## src/shared/cii_map.svh

```systemverilog
// Register map, bit positions and timing figures of the card init block.
// Assumes a 100 MHz system clock and a 32-bit Wishbone register bus.
`ifndef CII_MAP_SVH
`define CII_MAP_SVH

// Clock rate and documented delays in their own units
`define CII_CLK_MHZ 100
`define CII_PIN_SWITCH_US 10
`define CII_READY_MAX_S 5
`define CII_US_PER_S 1000000
`define CII_TMR_W 32

// Word indexes (byte address = index * 4)
`define CII_IDX_DCS 6'h00
`define CII_IDX_DSZ 6'h01
`define CII_IDX_ECS 6'h02
`define CII_IDX_ESZ 6'h03
`define CII_IDX_COR 6'h04
`define CII_IDX_CST 6'h05

// Control and status bit positions
`define CII_BIT_FR 6
`define CII_BIT_IIR 4
`define CII_BIT_RS 3
`define CII_CST_READY 0
`define CII_CST_STREAM 1
`define CII_CST_LINK 2

// Buffer sizes in bytes
`define CII_BUF_MIN 16'h0010
`define CII_CARD_BUF 16'h0100

// Config table index the card answers to (arbitrary value)
`define CII_CFG_INDEX 8'h01

`endif

```

## src/shared/cii_pkg.sv

```systemverilog
// Types shared by the card init block and its delay timer.
// Assumes cii_map.svh sits on the include path.
`include "cii_map.svh"

package cii_pkg;

	// Personality and reset progress of the card
	typedef enum logic [2:0] {
		M_HOLD,
		M_INIT,
		M_CARD,
		M_SWITCH,
		M_STREAM
	} cii_mode_t;

	// Whole state of the init block
	typedef struct packed {
		cii_mode_t mode;
		logic ack;
		logic [31:0] rdata;
		logic [1:0] rs;
		logic [1:0] reinit_request_flag;
		logic [1:0] fr;
		logic [1:0][15:0] size;
		logic [7:0] config_option_register;
		logic rs_seen;
		logic link_ok;
		logic close;
	} cii_state_t;

	// Whole state of one delay timer
	typedef struct packed {
		logic [`CII_TMR_W-1:0] cnt;
		logic run;
		logic done;
	} cii_tmr_t;

endpackage

```

## src/design/cii_card_init.sv

```systemverilog
// Card-side init and reset sequencer: READY timing, personality change,
// per-channel reset, free flags, reinit request and buffer size registers.
// Assumes a classic Wishbone master and a host keeping its own timings.
//
// Local design decisions: register access over Wishbone and the placing of the registers.
`timescale 1ns/10ps
`default_nettype none

// Operation
// - Reinit request flag sits at status bit 4 in both channels.
// - A reinit request sets the flag in both channels together.
// - Reinit request flag clears once a reset bit is seen set.
// - No link packets between raising reinit request and seeing reset bit.
// - No link packets until the soft reset sequence has completed.
// - Config option register usable only before the personality change.
// - Writing the config table index switches the card to stream mode.
// - READY goes low within 10 us of reset release unless ready soon.
// - READY rises after internal init, at most 5 s after release.
// - Card switches pins to stream use at least 10 us after config write.
// - Channel reset is set bit, hold 40 us, clear; data then extended.
// - Channel reset flushes buffer, free flag low until ready, then 1.
// - Card buffer 16 bytes minimum, 65535 maximum, per channel sizes.
// - Reset bit on either channel resets the interface of both.
// - Soft reset closes sessions and returns to post-personality state.
module cii_card_init
	import cii_pkg::*;
#(
	parameter int READY_TIMEOUT_CYC = `CII_READY_MAX_S * `CII_US_PER_S * `CII_CLK_MHZ
)
(
	// Clock and reset
	input wire logic SYS_CLK,
	input wire logic RST,
	// Wishbone slave
	input wire logic WB_CYC_I,
	input wire logic WB_STB_I,
	input wire logic WB_WE_I,
	input wire logic [7:0] WB_ADR_I,
	input wire logic [3:0] WB_SEL_I,
	input wire logic [31:0] WB_DAT_I,
	output logic [31:0] WB_DAT_O,
	output logic WB_ACK_O,
	// Card pins
	input wire logic CARD_RESET_IN,
	output logic CARD_READY,
	output logic STREAM_PINS_EN,
	// Card internals
	input wire logic INIT_DONE,
	input wire logic REINIT_REQ,
	input wire logic [1:0] CHAN_READY,
	output logic [1:0] CHAN_FLUSH,
	output logic SESSION_CLOSE,
	output logic LINK_TX_EN
);

	localparam logic [`CII_TMR_W-1:0] PIN_CYC = `CII_TMR_W'(`CII_PIN_SWITCH_US * `CII_CLK_MHZ);
	localparam logic [`CII_TMR_W-1:0] READY_CYC = `CII_TMR_W'(READY_TIMEOUT_CYC);

	cii_state_t s_reg;
	cii_state_t s_next;
	logic rd_start;
	logic rd_done;
	logic sw_start;
	logic sw_done;
	logic req;
	logic wr;
	logic live;
	logic rs_any;
	logic [5:0] idx;

	// State after power-on or a hard card reset
	function automatic cii_state_t init_state();
		cii_state_t t;
		t = '0;
		t.mode = M_HOLD;
		t.size[0] = `CII_CARD_BUF;
		t.size[1] = `CII_CARD_BUF;
		return t;
	endfunction

	// Word index of a channel's control or size register
	function automatic logic [5:0] chan_idx(input int ch, input logic sz);
		logic [5:0] base;
		base = (ch == 0) ? `CII_IDX_DCS : `CII_IDX_ECS;
		return sz ? base + 6'h01 : base;
	endfunction

	// Status byte of one channel
	function automatic logic [31:0] stat_word(input logic fr, input logic reinit_request_flag);
		logic [31:0] w;
		w = '0;
		w[`CII_BIT_FR] = fr;
		w[`CII_BIT_IIR] = reinit_request_flag;
		return w;
	endfunction

	// Timer for the READY deadline after reset release
	cii_delay u_ready_tmr (
		.clk(SYS_CLK),
		.rst(RST),
		.start(rd_start),
		.limit(READY_CYC),
		.done(rd_done)
	);

	// Timer for the pin switch after the config write
	cii_delay u_pin_tmr (
		.clk(SYS_CLK),
		.rst(RST),
		.start(sw_start),
		.limit(PIN_CYC),
		.done(sw_done)
	);

	// Bus decode
	assign req = WB_CYC_I && WB_STB_I;
	assign wr = req && s_reg.ack && WB_WE_I;
	assign idx = WB_ADR_I[7:2];
	assign live = (s_reg.mode == M_STREAM);
	assign rs_any = |s_reg.rs;

	// Next state
	always_comb begin
		logic [15:0] sz;
		sz = '0;
		s_next = s_reg;
		s_next.close = 1'b0;
		rd_start = 1'b0;
		sw_start = 1'b0;
		// Bus answer one cycle after the request is seen
		s_next.ack = req && !s_reg.ack;
		if (req && !s_reg.ack) begin
			case (idx)
				`CII_IDX_DCS: s_next.rdata = stat_word(s_reg.fr[0], s_reg.reinit_request_flag[0]);
				`CII_IDX_ECS: s_next.rdata = stat_word(s_reg.fr[1], s_reg.reinit_request_flag[1]);
				`CII_IDX_DSZ: s_next.rdata = {16'h0000, s_reg.size[0]};
				`CII_IDX_ESZ: s_next.rdata = {16'h0000, s_reg.size[1]};
				`CII_IDX_COR: begin
					// Hidden once the personality has changed
					if (s_reg.mode == M_CARD) begin
						s_next.rdata = {24'h000000, s_reg.config_option_register};
					end else begin
						s_next.rdata = '0;
					end
				end
				`CII_IDX_CST: begin
					s_next.rdata = '0;
					s_next.rdata[`CII_CST_READY] = CARD_READY;
					s_next.rdata[`CII_CST_STREAM] = STREAM_PINS_EN;
					s_next.rdata[`CII_CST_LINK] = s_reg.link_ok;
				end
				default: s_next.rdata = '0;
			endcase
		end
		// Personality sequence
		case (s_reg.mode)
			M_HOLD: begin
				if (!CARD_RESET_IN) begin
					s_next.mode = M_INIT;
					rd_start = 1'b1;
				end
			end
			M_INIT: begin
				// READY stays low here
				if (INIT_DONE || rd_done) begin
					s_next.mode = M_CARD;
				end
			end
			M_CARD: begin
				if (wr && idx == `CII_IDX_COR && WB_SEL_I[0]) begin
					s_next.config_option_register = WB_DAT_I[7:0];
					if (WB_DAT_I[7:0] == `CII_CFG_INDEX) begin
						s_next.mode = M_SWITCH;
						sw_start = 1'b1;
					end
				end
			end
			M_SWITCH: begin
				if (sw_done) begin
					s_next.mode = M_STREAM;
				end
			end
			M_STREAM: begin
			end
			default: s_next.mode = M_HOLD;
		endcase
		// Per-channel registers, live only in stream mode
		for (int i = 0; i < 2; i++) begin
			if (live && wr && idx == chan_idx(i, 1'b0) && WB_SEL_I[0]) begin
				s_next.rs[i] = WB_DAT_I[`CII_BIT_RS];
			end
			sz = s_reg.size[i];
			if (WB_SEL_I[0]) begin
				sz[7:0] = WB_DAT_I[7:0];
			end
			if (WB_SEL_I[1]) begin
				sz[15:8] = WB_DAT_I[15:8];
			end
			if (live && wr && idx == chan_idx(i, 1'b1) && sz >= `CII_BUF_MIN) begin
				s_next.size[i] = sz;
			end
			// Either reset bit clears the free flag and sets the size of both channels back to 256 bytes
			if (rs_any) begin
				s_next.fr[i] = 1'b0;
				s_next.size[i] = `CII_CARD_BUF;
			end else if (live && CHAN_READY[i]) begin
				s_next.fr[i] = 1'b1;
			end
		end
		// Soft reset: close sessions once, hold the link shut
		if (rs_any) begin
			s_next.reinit_request_flag = 2'b00;
			s_next.rs_seen = 1'b1;
			s_next.close = !s_reg.rs_seen;
		end else if (s_reg.rs_seen && &s_reg.fr) begin
			s_next.rs_seen = 1'b0;
			s_next.link_ok = 1'b1;
		end
		if (rs_any || REINIT_REQ || |s_reg.reinit_request_flag) begin
			s_next.link_ok = 1'b0;
		end
		// Raise in both channels; a new request beats the clear
		if (live && REINIT_REQ) begin
			s_next.reinit_request_flag = 2'b11;
		end
		// Hard reset reverts to the plain card personality
		if (CARD_RESET_IN) begin
			s_next = init_state();
		end
	end

	// State register
	always_ff @(posedge SYS_CLK or posedge RST) begin
		if (RST) begin
			s_reg <= init_state();
		end else begin
			s_reg <= s_next;
		end
	end

	// Outputs from the state register
	assign WB_ACK_O = s_reg.ack;
	assign WB_DAT_O = s_reg.rdata;
	assign CARD_READY = (s_reg.mode != M_HOLD) && (s_reg.mode != M_INIT);
	assign STREAM_PINS_EN = live;
	assign CHAN_FLUSH = s_reg.rs;
	assign SESSION_CLOSE = s_reg.close;
	assign LINK_TX_EN = s_reg.link_ok;

	// Cycles spent waiting for the pin switch
	logic [`CII_TMR_W-1:0] sw_age;
	always_ff @(posedge SYS_CLK or posedge RST) begin
		if (RST) begin
			sw_age <= '0;
		end else if (s_reg.mode == M_SWITCH) begin
			sw_age <= sw_age + `CII_TMR_W'(1);
		end else begin
			sw_age <= '0;
		end
	end
endmodule // cii_card_init

`default_nettype wire

```

## src/design/cii_delay.sv

```systemverilog
// One-shot delay timer: done rises a set number of cycles after start.
// Assumes a single synchronous clock and an active-high async reset.
`timescale 1ns/10ps
`default_nettype none

module cii_delay
	import cii_pkg::*;
(
	// Clock and reset
	input wire logic clk,
	input wire logic rst,
	// Control
	input wire logic start,
	input wire logic [`CII_TMR_W-1:0] limit,
	// Result
	output logic done
);

	cii_tmr_t t_reg;
	cii_tmr_t t_next;

	// Count from start until the limit, then hold done
	always_comb begin
		t_next = t_reg;
		if (start) begin
			t_next.cnt = `CII_TMR_W'(1);
			t_next.run = 1'b1;
			t_next.done = 1'b0;
		end else if (t_reg.run) begin
			if (t_reg.cnt >= limit) begin
				t_next.run = 1'b0;
				t_next.done = 1'b1;
			end else begin
				t_next.cnt = t_reg.cnt + `CII_TMR_W'(1);
			end
		end
	end

	// State register
	always_ff @(posedge clk or posedge rst) begin
		if (rst) begin
			t_reg <= '0;
		end else begin
			t_reg <= t_next;
		end
	end

	assign done = t_reg.done;

endmodule // cii_delay

`default_nettype wire

```

## config.mk

```make
export PLATFORM = sky130hd
export DESIGN_NAME = cii_card_init
export DESIGN_NICKNAME = d
export VERILOG_FILES = /design/src/shared/cii_pkg.sv /design/src/design/cii_card_init.sv /design/src/design/cii_delay.sv
export VERILOG_INCLUDE_DIRS = /design/src /design/src/shared
export SDC_FILE = /design/constraint.sdc
export NUM_CORES = 1
export LEC_CHECK = 0
export BUFFER_PORTS_ARGS = -buffer_cell sky130_fd_sc_hd__buf_2
export CAP_MARGIN = 30
export CORE_UTILIZATION = 58
export CTS_CLUSTER_SIZE = 28
export DETAILED_ROUTE_END_ITERATION = 10
export PLACE_DENSITY = 0.79
export SLEW_MARGIN = 40
export SYNTH_ARGS = -nofsm -noshare
export SYNTH_HDL_FRONTEND = slang
export SYNTH_SLANG_ARGS = --single-unit
```

## constraint.sdc

```tcl
create_clock -name SYS_CLK -period 4.95 [get_ports SYS_CLK]
set_clock_uncertainty 0.1 [all_clocks]
set_input_delay 0.7425 -clock SYS_CLK [delete_from_list [all_inputs] [get_ports SYS_CLK]]
set_output_delay 0.7425 -clock SYS_CLK [all_outputs]
set_load 0.1 [all_outputs]
```

# Yosys cells after proc, flatten, opt, wreduce, memory -nomap -nowiden
# Cells that the tools add are included.
# word_totals
ff_bits,153
latchBits,0
ramBits,0
romBits,0
in_bits,54
output_inout_bits,39
wordCells,144
n_memories,0
# op_classes
addsub,2
mul,0
div_mod_pow,0
n_lt_le_gt_ge,4
n_eq_ne,19
shifts,0
n_mux,45
bitwise_logic,0
n_reduce_logical,54
# ops
op,count
two-way mux 34 bit,4
two-way mux 32 bit,3
case mux 16 bit (6 select lines),1
two-way mux 85 bit,1
adder 32 x 1 -> 32 bit (second input constant),2
two-way mux 16 bit,4
two-way mux 8 bit,7
greater-or-equal comparator 16 x 5 -> 1 bit (second input constant),2
greater-or-equal comparator 32 x 10 -> 1 bit (second input constant),1
greater-or-equal comparator 32 x 29 -> 1 bit (second input constant),1
nonzero test 3 bit,8
logical AND 1 bit,20
nonzero test 2 bit,9
two-way mux 1 bit,15
case mux 3 bit (5 select lines),1
AND reduction 2 bit,7
equality test 6 x 2 -> 1 bit (second input constant),2
equality test 6 x 3 -> 1 bit (second input constant),2
two-way mux 3 bit,4
!= test 3 x 2 -> 1 bit (second input constant),4
two-way mux 2 bit,5
equality test 8 x 1 -> 1 bit (second input constant),1
equality test 3 x 2 -> 1 bit (second input constant),2
equality test 6 x 1 -> 1 bit (second input constant),1
other kinds (11),17

# Depth between registers and ports, before layout
# Gate-level depths: netlist (run 1).
# depth
word_depth,9
ltp_mapped,8
ltp_nobuf,6

# By module
# A second synthesis (run 1) with hierarchy kept.
# hier_totals
cells_unflattened,1027
area_unflattened_um2,9487.8
# by_module_without_submodules
mod,instances,cells_per_inst,area_per_inst_um2,seq_area_each_um2
cii_delay,2,330,2860.2,850.8
cii_card_init,1,367,3767.4,1704.1

# Worst setup path after synthesis (run 1)
# OpenSTA, ideal clock, no wires.
# synth_path
path_type,register to register
startpoint,register s_reg[82] in the netlist's numbering
endpoint,register s_reg[27] in the netlist's numbering
setup_ps,132
arrival_ps,2752
t_required_ps,4718
path_slack_ps,1966
stages_incl_launch_ff,7
n_path_buf,1
path_cell_list,dfrtp_1 clkbuf_1 nor3b_4 nand3_1 a311oi_4 mux2i_1 nor2_1
# synth_between
elab_chain_len,5
# synth_rtl
item,line_no,text
"start, declared",cii_card_init.sv:59,cii_state_t s_reg;
"start signal, assigned",cii_card_init.sv:235,s_reg <= init_state();
"start signal, assigned",cii_card_init.sv:237,s_reg <= s_next;
equality test 3 bit,cii_card_init.sv:119,assign live = (s_reg.mode == M_STREAM);
named net STREAM_PINS_EN,cii_card_init.sv:46,"output logic STREAM_PINS_EN,"
logical AND 1 bit (2 in a row),cii_card_init.sv:199,"if (live && wr && idx == chan_idx(i, 1'b1) && sz >= `CII_BUF_MIN) begin"
logical AND 1 bit (no source line),--,
nonzero test 3 bit (no source line),--,
# The timed path passes the listed nets, and every way through them passes these cells.
# A chain may end at the register's enable or synchronous reset.

# Worst setup path after layout (run 1)
# layout_path
startpoint,register s_reg[83] in the netlist's numbering
endpoint,output STREAM_PINS_EN
# layout_between
elab_chain_len,1
# layout_rtl
item,line_no
equality test 3 bit,cii_card_init.sv:119
"end, declared",cii_card_init.sv:46
# No other way between the ends.

==> impl_metrics.csv, run 1 <==
group,metric,value,unit
place,dp_hpwl,10100,um
timing,setup_tns,0,ns
clocking,clk_pin_slew,0.06,ns
cells_and_area,fin_nets,775,
clocking,clk_path_buf_depth,2,
power,ir_drop,210,uV
power,clkPwrFrac,48.8,%
cells_and_area,final_util,66.8,%
drt,first_pass_iters,5,
die,num_rows,39,
synthesis,synth_warnings,0,
die,dieArea,12200,um^2
synthesis,synth_seq_area_share,49.9,%
timing,drv_slew,0,
timing,finalCriticalPeriod,2.76,ns
setup_path,critical_path_class,"reg -> out",
setup_path,start_kind,"flip-flop",
timing,fmax,0.363,GHz
drt,drt_iter0_drc,372,
synthesis,syn_area,6820,um^2
power,power_density,350,nW/um^2
place,port_buffers,56,
cells_and_area,largest_register_ffs,47,
drt,finalWirelength,15400,um
grt,grt_pass1_vias,5204,
cells_and_area,syn_to_final_growth,11.9,%
grt,overflow,0,
timing,rsz0062_at_grt,"no",
synthesis,synth-edff-count,0,
drt,route.vias.total,5441,
setup_path,worst-path-max-fanout,10,
setup_path,endpoint_kind,"output pin",
cells_and_area,drive_above_1_share,15.9,%
clocking,cts_root_buf,"clkbuf_16",
min_path,holdCritPathClass,"in -> async",
die,die_h,110,um
flow_run,drv_cap,0,
timing,worst_pin_slew,0.918,ns
setup_path,required,4.11,ns
clocking,clock_sinks,136,
die,io_pins,93,
power,p_sw,0.642,mW
setup_path,r2r_slack,2.26,ns
grt,grt_usage,26.2,%
power,p_seq_share,43.2,%
cells_and_area,n_fill_cell,886,
power,p_int,2.03,mW
clocking,htreeDepth,4,
synthesis,synthFlopType,"dfrtp_1",
power,pwr-share-comb,8.0,%
clocking,cts_resized,0,
drt,wl_per_cell,17.7,um
grt,antenna_found_initial,0,
die,core_area,11400,um^2
drt,drc,0,
synthesis,yosysUniqueCellTypes,63,
power,p_leak,3.37,nW
grt,grt_pass1_wl,25700,um
grt,grt_max_degree,68,
synthesis,avgSynthCellArea,9.87,um^2
timing,period_share,55.7,%
drt,drtAntennaViolNets,0,
synthesis,async_flop_share,100,%
clocking,holdBufCountCts,0,
drt,vias_per_cell,6.24,
setup_path,timing.rr.start,"s_reg[83]$_DFFE_PP0P_",
cells_and_area,fin_area,7630,um^2
power,switching_share,24.0,%
timing,setup_viol,0,
setup_path,r2r-end,"s_reg[16]$_DFFE_PP0P_",
synthesis,synth_cells,691,
cells_and_area,diodes,0,
timing,hold_viol,0,
place,place_congestion,0.858,
setup_path,reg2reg_depth,5,
status,outcome,"finished, final reports clean",
setup_path,crit_arrival,1.92,ns
die,dieWidth,110,um
synthesis,ys_ff_latch,136,
die,initial_core_util,59.7,%
clocking,cts_tree,"yes",
timing,relSlewSlack,38.8,%
clocking,postCtsSetupRepairBufs,0,
clocking,clock_latency,0.42,ns
place,dpl_cell_area,7000,um^2
clocking,numCtsBuffers,17,
[per-stage QoR]
stage	setup WS [ns]	hold slack [ns]	power, mW	cells
detailed placement	1.90	0.357	1.38	841
floorplan	0.471	0.333	1.34	706
global route	2.13	0.377	2.76	872
global placement	1.98	0.353	1.37	841
CTS	2.21	0.370	2.68	872
finish	2.19	0.304	2.67	872
[layout by cell type (no fill, tap or decap), types with 3 or more instances in the layout]
master / n
nand4_1: 11
xnor2_1: 5
and4_1: 5
dfrtp_1: 134
clkbuf_8: 5
nor4_1: 11
a21o_1: 5
ha_1: 4
conb_1: 16
o211ai_1: 3
a31oi_1: 3
bufinv_16: 3
or4_1: 23
o21ai_0: 32
or3_1: 15
buf_2: 56
nor2_1: 61
a21oi_1: 33
clkbuf_16: 17
nand2_1: 67
buf_4: 6
a222oi_1: 7
a311oi_4: 3
and2_1: 23
and3_1: 15
mux2i_1: 36
inv_1: 9
o31ai_1: 11
o21ai_1: 7
nor3_1: 8
nand3_1: 31
clkinv_2: 4
a22oi_1: 12
[worst max path at each step]
stage | endpoint | depth (start not counted) | startpoint
after floorplan | CHAN_FLUSH[0]$_DFFE_PP0P_ | 1 | RST
after global placement | s_reg[20]$_DFFE_PP0P_ | 6 | WB_SEL_I[1]
after detailed placement | s_reg[12]$_DFFE_PP0P_ | 6 | WB_SEL_I[1]
after CTS | STREAM_PINS_EN | 2 | s_reg[83]$_DFFE_PP0P_
after global routing | STREAM_PINS_EN | 2 | s_reg[82]$_DFFE_PP0P_
final | STREAM_PINS_EN | 2 | s_reg[83]$_DFFE_PP0P_
[area by class of cell]
| type | count | area (um^2) | area share [%] |
|---|---|---|---|
| multi-input cells | 490 | 3060 | 40.1 |
| clock buffers | 23 | 498 | 6.52 |
| inverters | 10 | 42.5 | 0.557 |
| flip-flops and latches | 136 | 3410 | 44.6 |
| clock inverters | 8 | 118 | 1.54 |
| well taps | 143 | 179 | 2.34 |
| repair buffers | 62 | 325 | 4.26 |
[cell usage after synthesis (3+ instances only)]
cell type	number	area, um^2
or3_1	15	93.8
xnor2_1	5	43.8
o211ai_1	3	22.5
inv_1	10	37.5
nor3_1	9	45.0
and4_1	5	43.8
o21ai_1	7	35.0
nand4_1	11	68.8
a21oi_1	33	165
and2_1	23	144
ha_1	4	50.1
buf_4	34	255
a21o_1	5	37.5
nor4_1	12	75.1
and3_1	15	93.8
buf_2	5	25.0
nand3_1	32	160
nand2_1	67	251
a222oi_1	7	70.1
or4_1	23	173
o31ai_1	11	82.6
nor2_1	62	233
a31oi_1	3	18.8
clkbuf_1	29	109
dfrtp_1	134	3350
mux2i_1	36	360
a22oi_1	12	90.1
o21ai_0	32	160
[routing by layer]
metal  part of all wire (%)  up-vias  global-route usage (%)
met5                      0        -                       0
met4                    1.8        0                    12.6
met3                    6.0       26                    4.94
met2                     48      219                    39.6
met1                     44     2687                    36.7
li1                       -     2509                       -
[critical path, cell delays in order, from the launching register on]
cell and delay [ns]:
dfrtp_1 0.49, nor3b_4 0.48, buf_2 0.52
[power by group through the flow]
stage	combinational [mW]	clock [mW]	sequential [mW]
after floorplan	0.171	0	1.16
after global placement	0.202	0	1.17
after detailed placement	0.210	0	1.17
after CTS	0.212	1.32	1.15
after global routing	0.230	1.37	1.16
final	0.213	1.30	1.15
[logic make-up (layout without fill, tap and decap cells)]
logic type,after synthesis,in the layout,synth area share [%]
buffers and inverters,80,103,6.49
adders and majority gates,4,4,0.734
and+or+nand+nor,299,299,23.6
xor gates and xnor gates,7,7,0.899
AOI/OAI and AO/OA,127,127,12.7
other,1,16,0.0550
muxes,37,37,5.61
DFF,136,136,49.9
Note: power is estimated with default switching activity, not from simulation.
==> run 2, diff against run 1 <==
Clock period 4.95 ns to 2.8 ns, I/O delays scaled along.
==> impl_metrics.csv, run 2 (same netlist as run 1, synthesis figures left out) <==
group,metric,value,unit
place,port_buffers,56,
place,dp_hpwl,10100,um
clocking,cts_root_buf,"clkbuf_16",
drt,first_pass_iters,6,
drt,drt_iter0_drc,348,
place,place_congestion,0.864,
cells_and_area,layout.cells.most_common,"dfrtp_1",
min_path,holdCritPathClass,"in -> reg",
min_path,whs_path_depth,2,
drt,wl_per_cell,17.5,um
cells_and_area,n_fill_cell,859,
cells_and_area,largest_register_ffs,47,
grt,grt_pass1_vias,5302,
cells_and_area,final_cell_mix,"dfrtp_1, nand2_1, nor2_1",
grt,grt_usage,26.4,%
setup_path,crit_start,"u_ready_tmr.t_reg[19]$_DFFE_PP0P_",
setup_path,critical_path_class,"reg -> reg",
timing,setup_tns,0,ns
clocking,clock_latency,0.42,ns
grt,antenna_found_initial,0,
timing,drv_slew,0,
clocking,clock_sinks,136,
clocking,cts_resized,0,
clocking,cts_tree,"yes",
die,dieWidth,110,um
clocking,postCtsSetupRepairBufs,0,
drt,drc,0,
die,die_h,110,um
cells_and_area,final_util,67.9,%
setup_path,endpoint_kind,"flip-flop",
die,io_pins,93,
min_path,min-delay-start,"REINIT_REQ",
drt,drtAntennaViolNets,0,
drt,vias_per_cell,6.19,
setup_path,reg2reg_depth,5,
status,outcome,"finished, final reports clean",
flow_run,drv_cap,0,
clocking,numCtsBuffers,17,
cells_and_area,drive_above_1_share,17.2,%
grt,grt_pass1_wl,25800,um
die,num_rows,39,
cells_and_area,diodes,0,
setup_path,required,3.04,ns
cells_and_area,fin_nets,789,
clocking,clk_path_buf_depth,2,
place,place_ws,0.268,ns
power,power_density,608,nW/um^2
timing,hold_viol,0,
timing,fmax,0.383,GHz
grt,overflow,0,
setup_path,start_kind,"flip-flop",
die,core_area,11400,um^2
die,initial_core_util,59.7,%
timing,relSlewSlack,48.8,%
clocking,htreeDepth,4,
cells_and_area,syn_to_final_growth,13.6,%
setup_path,timing.rr.start,"u_ready_tmr.t_reg[19]$_DFFE_PP0P_",
timing,setup_slack,0.191,ns
timing,setup_viol,0,
die,dieArea,12200,um^2
drt,finalWirelength,15500,um
timing,period_share,93.2,%
timing,holdWs,0.0872,ns
power,p_leak,3.45,nW
timing,rsz0062_at_grt,"no",
timing,finalCriticalPeriod,2.61,ns
grt,grt_max_degree,137,
power,ir_drop,490,uV
setup_path,crit_arrival,2.84,ns
setup_path,worst-path-max-fanout,17,
timing,worst_pin_slew,0.766,ns
clocking,clk_pin_slew,0.06,ns
drt,route.vias.total,5493,
run 2: cell count changes in the layout (fill, tap and decap cells not counted), sizes merged:
| cell | delta |
|---|---|
| buf | +13 |
| clkbuf | +1 |
| dlygate4sd3 | +1 |
| inv | -1 |
| clkinvlp | +1 |
run 2: worst paths after layout:
kind                                                    endpoint  slack [ns]
worst max register to register  u_ready_tmr.t_reg[9]$_DFFE_PP0P_        0.19
worst min-delay path                      LINK_TX_EN$_DFFE_PP0P_        0.09
max in group asynchronous                  s_reg[12]$_DFFE_PP0P_        1.36
min in group asynchronous                  s_reg[15]$_DFFE_PP0P_        0.47
worst max-delay path            u_ready_tmr.t_reg[9]$_DFFE_PP0P_        0.19
worst min register to register           SESSION_CLOSE$_DFF_PP0_        0.37
run 2: power breakdown:
part           total, mW  internal [mW]  switching (mW)
clock network       2.29           1.49           0.802
registers           2.04           2.00          0.0397
logic              0.379         0.0912           0.288
total               4.71           3.58            1.13
run 2: layout make-up:
type / instances / area (um^2) / share of cell area (%)
multi-input combinational: 490 / 3050 / 39.3
timing repair buffer: 76 / 465 / 6.01
sequential: 136 / 3410 / 44.0
inverter: 10 / 41.3 / 0.533
clock buffer: 24 / 492 / 6.35
tap: 143 / 179 / 2.31
clock inverter: 8 / 118 / 1.52
run 2: metrics by stage:
stage / std cells / power, mW / area (um^2)
after global routing: 887 / 4.86 / 7750
final: 887 / 4.71 / 7750
after floorplan: 706 / 2.37 / 6900
after global placement: 853 / 2.43 / 7100
after detailed placement: 853 / 2.44 / 7100
after CTS: 885 / 4.73 / 7710
run 2: per-layer routing:
layer / GRT usage, % / share of wire (%) / up-vias
met5: 0 / 0 / -
met3: 6.97 / 6.6 / 39
met1: 34.9 / 43 / 2702
li1: - / - / 2536
met4: 10.2 / 2.2 / 0
met2: 41.8 / 49 / 216
run 2: worst max-delay path, stage by stage (launching register included):
cell and delay, ns:
dfrtp_1 0.44, a311oi_1 0.43, o311a_1 0.29, nand2_1 0.35, or4_2 0.75, a21oi_1 0.17
run 2: what timing repair did:
item | in CTS | in global routing
hold endpoints to repair | 0 | 27
endpoints found under the setup margin | 0 | 0
hold buffers | 0 | 1
